### src/hw/bfr_defines.svh
/*
  constants of the boot rom access port: register offsets, field
  positions, reset values and rom pin timing.
  assumes a 40 mhz clock and byte addressed wishbone offsets.
*/
`ifndef BFR_DEFINES_SVH
`define BFR_DEFINES_SVH

// register byte offsets
`define BFR_REG_ROM_PORT   8'ha0
`define BFR_REG_LED_CFG    8'h90

// boot_rom_access_port fields
`define BFR_SEL_BIT        31
`define BFR_REN_BIT        27
`define BFR_WEN_BIT        26
`define BFR_ADDR_HI        24
`define BFR_ADDR_LO        8
`define BFR_DATA_HI        7
`define BFR_DATA_LO        0
`define BFR_SEL_RESET      1'b1
`define BFR_ADDR_RESET     17'h0_0000
`define BFR_DATA_RESET     8'h00

// led_config_register fields
`define BFR_LED_MODE_BIT   23
`define BFR_LED_MODE_RESET 1'b0

// rom pin timing
`define BFR_CLK_NS         25
`define BFR_ROM_READ_NS    150
`define BFR_ROM_WRITE_NS   100
`define BFR_RD_CYC   ((`BFR_ROM_READ_NS + `BFR_CLK_NS - 1) / `BFR_CLK_NS)
`define BFR_WR_CYC   ((`BFR_ROM_WRITE_NS + `BFR_CLK_NS - 1) / `BFR_CLK_NS)
`define BFR_RD_HOLD_CYC    2
`define BFR_WR_HOLD_CYC    1

`endif

### src/hw/bfr_pkg.sv
/*
  types shared by the boot rom access port modules.
  assumes bfr_defines.svh holds the numeric constants.
*/
package bfr_pkg;

  typedef enum logic [2:0] {
    BFR_ST_IDLE   = 3'b000,
    BFR_ST_SETUP  = 3'b001,
    BFR_ST_STROBE = 3'b010,
    BFR_ST_HOLD   = 3'b011,
    BFR_ST_DONE   = 3'b100
  } bfr_state_e;

  typedef logic [16:0] bfr_addr_t;
  typedef logic [7:0]  bfr_byte_t;

endpackage : bfr_pkg

### src/hw/bfr_rom_cycle.sv
/*
  one byte cycle on a parallel flash or boot rom: chip enable, output
  enable and write strobe timing, data capture through a synchroniser.
  assumes the rom answers within the read access time and latches on the
  rising write strobe; start is held until idle drops.
*/
`timescale 1ns/1ps
`include "bfr_defines.svh"

module bfr_rom_cycle (
  input  wire logic              clk_i,
  input  wire logic              rst_i,
  input  wire logic              start_i,
  input  wire logic              write_i,
  input  wire bfr_pkg::bfr_addr_t addr_i,
  input  wire bfr_pkg::bfr_byte_t wdata_i,
  output logic                   idle_o,
  output logic                   done_o,
  output bfr_pkg::bfr_byte_t     rdata_o,
  output bfr_pkg::bfr_addr_t     rom_addr_o,
  output bfr_pkg::bfr_byte_t     rom_data_o,
  input  wire bfr_pkg::bfr_byte_t rom_data_i,
  output logic                   rom_data_oe_n_o,
  output logic                   rom_ce_n_o,
  output logic                   rom_oe_n_o,
  output logic                   rom_we_n_o
);
  import bfr_pkg::*;

  bfr_state_e state, next_state;
  logic [3:0] cnt, next_cnt;
  logic       wr, next_wr;
  bfr_addr_t  next_addr;
  bfr_byte_t  next_dout, next_rdata;
  logic       next_doe_n, next_ce_n, next_oe_n, next_we_n;
  bfr_byte_t  din_meta, din_sync;

  assign idle_o = (state == BFR_ST_IDLE);
  assign done_o = (state == BFR_ST_DONE);

  // rom data pins are asynchronous to us, two flops before use
  always_ff @(posedge clk_i) begin
    din_meta <= rom_data_i;
    din_sync <= din_meta;
  end

  // cycle sequencer, all pins come straight from flops to avoid glitches
  always_comb begin
    next_state = state;
    next_cnt   = cnt;
    next_wr    = wr;
    next_addr  = rom_addr_o;
    next_dout  = rom_data_o;
    next_rdata = rdata_o;
    next_doe_n = rom_data_oe_n_o;
    next_ce_n  = rom_ce_n_o;
    next_oe_n  = rom_oe_n_o;
    next_we_n  = rom_we_n_o;
    case (state)
      BFR_ST_IDLE: begin
        if (start_i) begin
          next_state = BFR_ST_SETUP;
          next_wr    = write_i;
          next_addr  = addr_i;
          next_dout  = wdata_i;
          next_ce_n  = 1'b0;
          next_oe_n  = write_i;
          next_doe_n = ~write_i; // low while we drive the bus
        end
      end
      BFR_ST_SETUP: begin
        // address settles one cycle before the write strobe; a read drops oe with the address
        next_state = BFR_ST_STROBE;
        next_cnt   = wr ? 4'(`BFR_WR_CYC - 1) : 4'(`BFR_RD_CYC - 1);
        next_we_n  = ~wr;
      end
      BFR_ST_STROBE: begin
        if (cnt == 4'h0) begin
          next_state = BFR_ST_HOLD;
          next_we_n  = 1'b1; // rom latches on this rising edge
          next_cnt   = wr ? 4'(`BFR_WR_HOLD_CYC - 1)
                          : 4'(`BFR_RD_HOLD_CYC - 1);
        end else begin
          next_cnt = cnt - 4'h1;
        end
      end
      BFR_ST_HOLD: begin
        // read keeps oe low until the synchroniser has the byte
        if (cnt == 4'h0) begin
          next_state = BFR_ST_DONE;
          if (!wr) begin
            next_rdata = din_sync;
          end
          next_ce_n  = 1'b1;
          next_oe_n  = 1'b1;
          next_doe_n = 1'b1;
        end else begin
          next_cnt = cnt - 4'h1;
        end
      end
      BFR_ST_DONE: begin
        next_state = BFR_ST_IDLE;
      end
      default: begin
        next_state = BFR_ST_IDLE;
      end
    endcase
  end

  always_ff @(posedge clk_i) begin
    if (rst_i) begin
      state           <= BFR_ST_IDLE;
      cnt             <= 4'h0;
      wr              <= 1'b0;
      rom_addr_o      <= 17'h0_0000;
      rom_data_o      <= 8'h00;
      rdata_o         <= 8'h00;
      rom_data_oe_n_o <= 1'b1;
      rom_ce_n_o      <= 1'b1;
      rom_oe_n_o      <= 1'b1;
      rom_we_n_o      <= 1'b1;
    end else begin
      state           <= next_state;
      cnt             <= next_cnt;
      wr              <= next_wr;
      rom_addr_o      <= next_addr;
      rom_data_o      <= next_dout;
      rdata_o         <= next_rdata;
      rom_data_oe_n_o <= next_doe_n;
      rom_ce_n_o      <= next_ce_n;
      rom_oe_n_o      <= next_oe_n;
      rom_we_n_o      <= next_we_n;
    end
  end

endmodule : bfr_rom_cycle

### src/hw/bfr_port.sv
/*
  boot rom access port: wishbone register slave holding the rom port and
  the four-led mode bit, launching byte cycles on the rom pins and
  steering the shared address bit 16 / led pin.
  assumes a classic wishbone master on clk_i and an led source on the
  same clock. software keeps to one rom access at a time; a port write
  made while an access runs is acked and dropped, so no pin except the
  shared address bit 16 / led pin changes in mid-cycle.

// Contract
// - a set read enable fetches the addressed byte, then clears itself.
// - a set write enable writes the data byte, then clears when done.
// - address in bits 24..8 and data in bits 7..0, both reset to zero.
// - select bit 31, reset to one, counts only in four-led mode (bit 23).
// - four-led mode: pin is address bit 16 if select is set, else the led.
*/
`timescale 1ns/1ps
`include "bfr_defines.svh"

module bfr_port (
  input  wire logic         clk_i,
  input  wire logic         rst_i,
  input  wire logic         wb_cyc_i,
  input  wire logic         wb_stb_i,
  input  wire logic         wb_we_i,
  input  wire logic [7:0]   wb_adr_i,
  input  wire logic [3:0]   wb_sel_i,
  input  wire logic [31:0]  wb_dat_i,
  output logic [31:0]       wb_dat_o,
  output logic              wb_ack_o,
  input  wire logic         led_fd_col_i,
  output logic              rom_addr16_led_o,
  output logic [15:0]       rom_addr_o,
  output bfr_pkg::bfr_byte_t rom_data_o,
  input  wire bfr_pkg::bfr_byte_t rom_data_i,
  output logic              rom_data_oe_n_o,
  output logic              rom_ce_n_o,
  output logic              rom_oe_n_o,
  output logic              rom_we_n_o
);
  import bfr_pkg::*;

  // register state
  logic      sel_a16, next_sel_a16;
  logic      ren, next_ren;
  logic      wen, next_wen;
  bfr_addr_t addr, next_addr;
  bfr_byte_t data, next_data;
  logic      led_mode, next_led_mode;
  logic      next_ack;
  logic [31:0] next_dat;
  logic      next_pin16;

  // link to the rom cycle engine
  logic      cyc_idle, cyc_done;
  bfr_byte_t cyc_rdata;
  bfr_addr_t cyc_addr;

  logic        req, wr_go, busy;
  logic        port_hit, led_hit;
  logic [31:0] port_word, led_word, wmerged, lmerged;

  // byte-lane merge of a write into a register image
  function automatic logic [31:0] bfr_merge(input logic [31:0] old_w,
                                            input logic [31:0] new_w,
                                            input logic [3:0]  sel);
    logic [31:0] res;
    res = old_w;
    for (int i = 0; i < 4; i++) begin
      if (sel[i]) begin
        res[i*8 +: 8] = new_w[i*8 +: 8];
      end
    end
    return res;
  endfunction : bfr_merge

  // word-address compare against a register offset
  function automatic logic bfr_hit(input logic [7:0] adr,
                                   input logic [7:0] off);
    return adr[7:2] == off[7:2];
  endfunction : bfr_hit

  // register images as seen by software, reserved bits read zero
  // images are plain wiring, so a read returns the state of this cycle
  always_comb begin
    port_word = 32'h0000_0000;
    port_word[`BFR_SEL_BIT] = sel_a16;
    port_word[`BFR_REN_BIT] = ren;
    port_word[`BFR_WEN_BIT] = wen;
    port_word[`BFR_ADDR_HI:`BFR_ADDR_LO] = addr;
    port_word[`BFR_DATA_HI:`BFR_DATA_LO] = data;
    led_word = 32'h0000_0000;
    led_word[`BFR_LED_MODE_BIT] = led_mode;
  end

  // request decode; the write waits for the ack edge so it lands once
  assign req      = wb_cyc_i & wb_stb_i;
  assign wr_go    = req & wb_we_i & wb_ack_o; // write lands on the ack edge
  assign busy     = ren | wen;
  assign port_hit = bfr_hit(wb_adr_i, `BFR_REG_ROM_PORT);
  assign led_hit  = bfr_hit(wb_adr_i, `BFR_REG_LED_CFG);

  // bus answer: ack one cycle after the request, unmapped reads give zero
  // one fixed wait state, so the master never needs a timeout here
  always_comb begin
    next_ack = req & ~wb_ack_o;
    next_dat = wb_dat_o;
    if (req & ~wb_ack_o) begin
      if (port_hit) begin
        next_dat = port_word;
      end else if (led_hit) begin
        next_dat = led_word;
      end else begin
        next_dat = 32'h0000_0000;
      end
    end
  end

  always_ff @(posedge clk_i) begin
    if (rst_i) begin
      wb_ack_o <= 1'b0;
      wb_dat_o <= 32'h0000_0000;
    end else begin
      wb_ack_o <= next_ack;
      wb_dat_o <= next_dat;
    end
  end

  // register writes and hardware completion of an access
  always_comb begin
    next_sel_a16  = sel_a16;
    next_ren      = ren;
    next_wen      = wen;
    next_addr     = addr;
    next_data     = data;
    next_led_mode = led_mode;
    wmerged       = bfr_merge(port_word, wb_dat_i, wb_sel_i);
    lmerged       = bfr_merge(led_word, wb_dat_i, wb_sel_i);
    // a port write during an access is dropped so the pins stay stable
    if (wr_go && port_hit && !busy) begin
      next_sel_a16 = wmerged[`BFR_SEL_BIT];
      next_addr    = wmerged[`BFR_ADDR_HI:`BFR_ADDR_LO];
      next_data    = wmerged[`BFR_DATA_HI:`BFR_DATA_LO];
      // both set: read wins, a misuse the software must avoid
      next_ren     = wmerged[`BFR_REN_BIT];
      next_wen     = wmerged[`BFR_WEN_BIT] & ~wmerged[`BFR_REN_BIT];
    end
    // four-led mode only; the other bits of that register read zero
    if (wr_go && led_hit) begin
      next_led_mode = lmerged[`BFR_LED_MODE_BIT];
    end
    if (cyc_done) begin
      if (ren) begin
        next_data = cyc_rdata;
      end
      next_ren = 1'b0;
      next_wen = 1'b0;
    end
  end

  always_ff @(posedge clk_i) begin
    if (rst_i) begin
      sel_a16  <= `BFR_SEL_RESET;
      ren      <= 1'b0;
      wen      <= 1'b0;
      addr     <= `BFR_ADDR_RESET;
      data     <= `BFR_DATA_RESET;
      led_mode <= `BFR_LED_MODE_RESET;
    end else begin
      sel_a16  <= next_sel_a16;
      ren      <= next_ren;
      wen      <= next_wen;
      addr     <= next_addr;
      data     <= next_data;
      led_mode <= next_led_mode;
    end
  end

  // the engine starts whenever an enable stands and it is idle; the
  // enable is cleared on the done cycle so no second cycle follows
  // idle gating keeps a standing enable from reaching a busy engine
  bfr_rom_cycle u_cycle (
    .clk_i           (clk_i),
    .rst_i           (rst_i),
    .start_i         (busy & cyc_idle),
    .write_i         (wen),
    .addr_i          (addr),
    .wdata_i         (data),
    .idle_o          (cyc_idle),
    .done_o          (cyc_done),
    .rdata_o         (cyc_rdata),
    .rom_addr_o      (cyc_addr),
    .rom_data_o      (rom_data_o),
    .rom_data_i      (rom_data_i),
    .rom_data_oe_n_o (rom_data_oe_n_o),
    .rom_ce_n_o      (rom_ce_n_o),
    .rom_oe_n_o      (rom_oe_n_o),
    .rom_we_n_o      (rom_we_n_o)
  );

  assign rom_addr_o = cyc_addr[15:0];

  // shared pin: outside four-led mode it is always address bit 16
  // the led path is registered too, so the pin lags its source a cycle
  always_comb begin
    next_pin16 = cyc_addr[16];
    if (led_mode && !sel_a16) begin
      next_pin16 = led_fd_col_i;
    end
  end

  always_ff @(posedge clk_i) begin
    if (rst_i) begin
      rom_addr16_led_o <= 1'b0;
    end else begin
      rom_addr16_led_o <= next_pin16;
    end
  end

endmodule : bfr_port

### config.mk
export PLATFORM = sky130hd
export DESIGN_NAME = bfr_port
export DESIGN_NICKNAME = d
export VERILOG_FILES = /design/src/hw/bfr_pkg.sv /design/src/hw/bfr_rom_cycle.sv /design/src/hw/bfr_port.sv
export VERILOG_INCLUDE_DIRS = /design/src /design/src/hw
export SDC_FILE = /design/constraint.sdc
export NUM_CORES = 1
export LEC_CHECK = 0
export BUFFER_PORTS_ARGS = -buffer_cell sky130_fd_sc_hd__buf_2
export CORE_ASPECT_RATIO = 0.7
export CORE_MARGIN = 8
export CORE_UTILIZATION = 40
export DETAILED_ROUTE_END_ITERATION = 8
export MAX_ROUTING_LAYER = met4
export SLEW_MARGIN = 20
export SYNTH_ARGS = -nofsm -noshare
export SYNTH_HDL_FRONTEND = slang
export SYNTH_SLANG_ARGS = --single-unit
### constraint.sdc
create_clock -name clk_i -period 3.6 [get_ports clk_i]
set_clock_uncertainty 0.1 [all_clocks]
set_input_delay 0.54 -clock clk_i [delete_from_list [all_inputs] [get_ports clk_i]]
set_output_delay 0.54 -clock clk_i [all_outputs]
set_load 0.05 [all_outputs]
# Word level (Yosys, flattened, before mapping)
# Index checks and enable logic that the tools add are counted.
# word_totals
register_bits,124
inputBits,58
output_inout_bits,62
word_cells,92
# op_classes
addsub,1
eq_ne,10
muxes,25
bitwise_logic,11
n_reduce_logical,22
# op_table
op,count
32-bit 2-to-1 mux,1
8-bit 2-to-1 mux,4
24-bit 2-to-1 mux,1
2-bit AND reduction,7
6-bit == test (second input constant),2
3-bit 2-to-1 mux,4
4-bit 2-to-1 mux,3
3-bit one-hot mux with 4 select lines,1
4-bit one-hot mux with 3 select lines,1
3-bit AND reduction,3
1-bit one-hot mux with 2 select lines,4
1-bit bitwise AND,6
3-bit by 2-bit == test with 1-bit output (second input constant),2
1-bit 2-to-1 mux,6
2-bit by 1-bit != test with 1-bit output (second input constant),3
1-bit logical AND,4
4-bit zero test,1
1-bit NOT,4
2-bit nonzero test,2
4-bit by 1-bit subtractor with 4-bit output (second input constant),1
3-bit by 1-bit == test with 1-bit output (second input constant),1
3-bit == test (second input constant),1
3-bit zero test,1
3-bit nonzero test,1
other kinds (4),5

# Longest topological paths before layout
# depth
depth_word,8
depth_mapped,7
ltp_nobuf,6

# By module
# From an unflattened synthesis, not the netlist that was laid out.
# unflattened
cells_unflattened,537
area_unflattened_um2,4718.3
# modules_own_cells
mod,instances,cells_per_inst,area_each_um2,seq_area_each_um2
bfr_port,1,310,2645.0,1181.1
bfr_rom_cycle,1,227,2073.2,1221.2

# Worst setup path before layout
# Ideal clock, no wire load.
# synth_path
kind,input to register
from,input port wb_adr_i[3]
to,register data[6]
setup_time_ns,0.103
t_arrival_ns,2.152
t_required_ns,3.397
setup_slack_ns,1.245
stages,6
path_buffers,2
cell_sequence,or4b_4 -> buf_6 -> nor4_4 -> buf_6 -> nor3_1 -> a2111oi_2
# synth_between
elab_chain_len,6
# synth_lines
element,line_no,source
start: declaration,bfr_port.sv:26,"input wire logic [7:0] wb_adr_i,"
6-bit == test (*),bfr_port.sv:80,return adr[7:2] == off[7:2];
1-bit logical AND (*) (2 in series),bfr_port.sv:140,if (wr_go && port_hit && !busy) begin
8-bit 2-to-1 mux (*),bfr_port.sv:140,
8-bit 2-to-1 mux,bfr_port.sv:153,if (ren) begin
8-bit 2-to-1 mux (*),bfr_port.sv:152,if (cyc_done) begin
end signal: assignment,bfr_port.sv:167,data <= `BFR_DATA_RESET;
end signal: assignment,bfr_port.sv:174,data <= next_data;
end: declaration,bfr_port.sv:48,"bfr_byte_t data, next_data;"
# Every way passes the cells marked *; elsewhere a longest branch is shown, timed or not.
# A chain may end at the register's enable or synchronous reset.

# Final worst setup path
# layout_path
from,input port wb_adr_i[3]
to,register addr[15]
# layout_between
elab_chain_len,4
# layout_lines
element,line_no,source
6-bit == test,bfr_port.sv:80,
1-bit logical AND (2 in series),bfr_port.sv:140,
2-bit AND reduction (no source line),n/a,
end signal: assignment,bfr_port.sv:166,addr <= `BFR_ADDR_RESET;
end signal: assignment,bfr_port.sv:173,addr <= next_addr;
end: declaration,bfr_port.sv:47,"bfr_addr_t addr, next_addr;"
# Every way passes these cells.

==> run summary <==
Max Freq - 0.458 GHz
Min-delay src - rom_data_i[6]
Remaining antenna violation count after routing - 0
Starting Density - 41.3%
Min Clock Period, post-route - 2190 ps
Reg2Reg Launch Point - ren
Pin count of the biggest net entering global routing - 74
Fin cells - 766
Max Cap Viol - 0
Unrepaired setup endpoints after global routing - false
Core Util, Final - 51.5%
Sequential area share after synthesis - 52.7%
Cell Pwr Density - 552 nW/um^2
Total gr overflow - 0
Reg2Reg Depth - 4
# IOs - 120
Final WL - 11.6 mm
Site Rows - 32
CTS tree - built
Vias in the first global route - 3761
Critical Path AT - 2340 ps
Status - completed
DR pass1 iterations - 4
Synth-to-layout area growth - 24.9%
Initial antenna violation count - 0
Post-synth cell types - 42
Hold Path End - u_cycle.din_meta[6]
Avg WL per Cell - 15.1 um
Critical R2R Capture - addr[15]
Die area - 15100 um^2
Total power - 3.15 mW
CTS Hold Bufs - 0
Top FF cell, synth - dfxtp_1
Num CTS Buffers - 17
Die outline height - 105 um
Port Buf Inserts - 109
Via count - 3748
CP endpoint kind - flop
Worst-path clk slew - 60 ps
VDD IR-drop max - 0.000312 V
Worst slack, placed - 1020 ps
Final Cycle Share - 60.7%
CP Class - input port to flop
Area leader, netlist - dfxtp_1
Synth top area cells - dfxtp_1, nand2_1, mux2i_1
Clock root cell - clkbuf_16
Final TNS setup - 0 ps
Hold Fails Final Rpt - 0
Layout cell share with drive strength beyond 1 - 26.6%
Worst-Margin Slew - 785 ps
Clock sinks - 120
Count leader, synth - dfxtp_1
Synth async-reset ratio - 0%
Avg Cell Area, Syn - 8.87 um^2
Synth Instances - 514
Overall global routing resource usage - 16.1%
Startpoint types - input port
Detailed Place HPWL - 8.06 mm
Slew headroom - 47.3%
Synthesized flop and latch total - 120
Cell Area, Synth - 4560 um^2
DP Cell Count - 734
Post_cts resized - 0
Synth top area share - 52.7%
Post-CTS Setup Bufs - 0
Maximum clock insertion buffer count - 2
Starting DRT DRC Count - 251
ANT cells - 0
Count of pins over their slew limit - 0
Htree depth - 4
Placer Congestion - 0.789
Core area - 11100 um^2
First-pass GRT wire length - 18.8 mm
Worst hold stages - 1
Die span in x - 144 um
EDFF count, synth - 0
Leak pwr - 2.28 nW
Clock Latency Late Sink - 400 ps
Top cells by count, synth - dfxtp_1, nand2_1, a21oi_1
Crit path required time - 3750 ps
Layout Nets - 660
Fill cells - 1058
Count of warnings emitted by yosys - 0
FF-to-FF setup slack - 1470 ps
Post-route setup slack - 1410 ps
Crit Path Max Fanout - 8
Drt drc - 0
Count of final setup violators - 0
Hold Crit Class - input port to flop
Routed vias/inst - 4.89
==> kinds of logic (layout without fill, tap and decap cells) <==
logic type | Yosys count | count (layout) | synth area share (%)
fa+ha+maj | 2 | 2 | 0.549
simple gates | 214 | 214 | 22.0
other cells | 1 | 4 | 0.0822
mux | 30 | 30 | 6.59
buf+inv | 62 | 158 | 7.19
compound gates | 85 | 85 | 10.9
flops | 120 | 120 | 52.7
==> layout by cell type (no fill, tap or decap), types with 4 or more instances in the layout <==
master | netlist | final
a21oi_1 | 59 | 59
buf_2 | 1 | 108
or3b_2 | 4 | 4
dfxtp_1 | 120 | 120
conb_1 | 1 | 4
a2111oi_0 | 6 | 6
clkbuf_16 | 0 | 17
clkinvlp_4 | 0 | 4
nand3_1 | 31 | 31
inv_1 | 8 | 8
nor2_1 | 54 | 53
o21ai_0 | 6 | 6
buf_4 | 20 | 10
mux2i_1 | 30 | 30
nor3_1 | 15 | 15
nand2_1 | 88 | 88
==> flip-flops by register name, summed over array words and instances (netlist names), 3 cells and up <==
signal	flops
wb_dat_o	28
addr	17
u_cycle.rom_addr_o	17
data	8
u_cycle.din_meta	8
u_cycle.din_sync	8
u_cycle.rdata_o	8
u_cycle.rom_data_o	8
u_cycle.cnt	4
u_cycle.state	3
==> layer usage <==
| layer | routed length, um | GRT usage (%) | vias to the layer above |
|---|---|---|---|
| met5 | 0 | - | - |
| met4 | 83 | 6.58 | 0 |
| met3 | 752 | 4.42 | 6 |
| met2 | 5240 | 23.8 | 89 |
| met1 | 5500 | 20.4 | 1764 |
| li1 | - | - | 1889 |
==> through the flow <==
stage          hold WS [ps]  area (um^2)
2_1_floorplan           210         4570
3_3_place_gp            212         5090
3_5_place_dp            212         5090
4_1_cts                 122         5690
5_1_grt                 123         5690
6_report                139         5690
==> worst max-delay path, cell delays in order <==
cell and delay, ps:
buf_2 100, or4b_4 620, nor4_4 760, mux2i_1 260
nor2_1 50
==> where the power goes <==
part	total (mW)	internal (mW)	switching [mW]
combinational	0.0932	0.0305	0.0627
sequential	1.34	1.34	0.00300
clock	1.71	1.12	0.585
total	3.15	2.49	0.651
==> how the worst max path moves through the flow <==
stage | depth (start not counted) | slack [ps] | to | from
finish | 5 | 1410 | addr[15] | wb_adr_i[3]
global route | 6 | 1260 | data[0] | wb_adr_i[3]
CTS | 5 | 1430 | addr[15] | wb_adr_i[3]
detailed placement | 5 | 1020 | addr[12] | wb_adr_i[3]
global placement | 5 | 1010 | addr[10] | wb_adr_i[3]
floorplan | 6 | 1240 | data[6] | wb_adr_i[3]
==> cell type report <==
cell class	instances	area, um^2	area share [%]
Clock buffer	21	460	8.09
Clock inverter	11	148	2.59
Inverter	8	30.0	0.527
Multi-Input combinational cell	335	1850	32.4
Sequential cell	120	2400	42.2
Tap cell	153	191	3.36
Timing Repair Buffer	118	616	10.8
No activity file was read; power rests on OpenSTA's default activity.
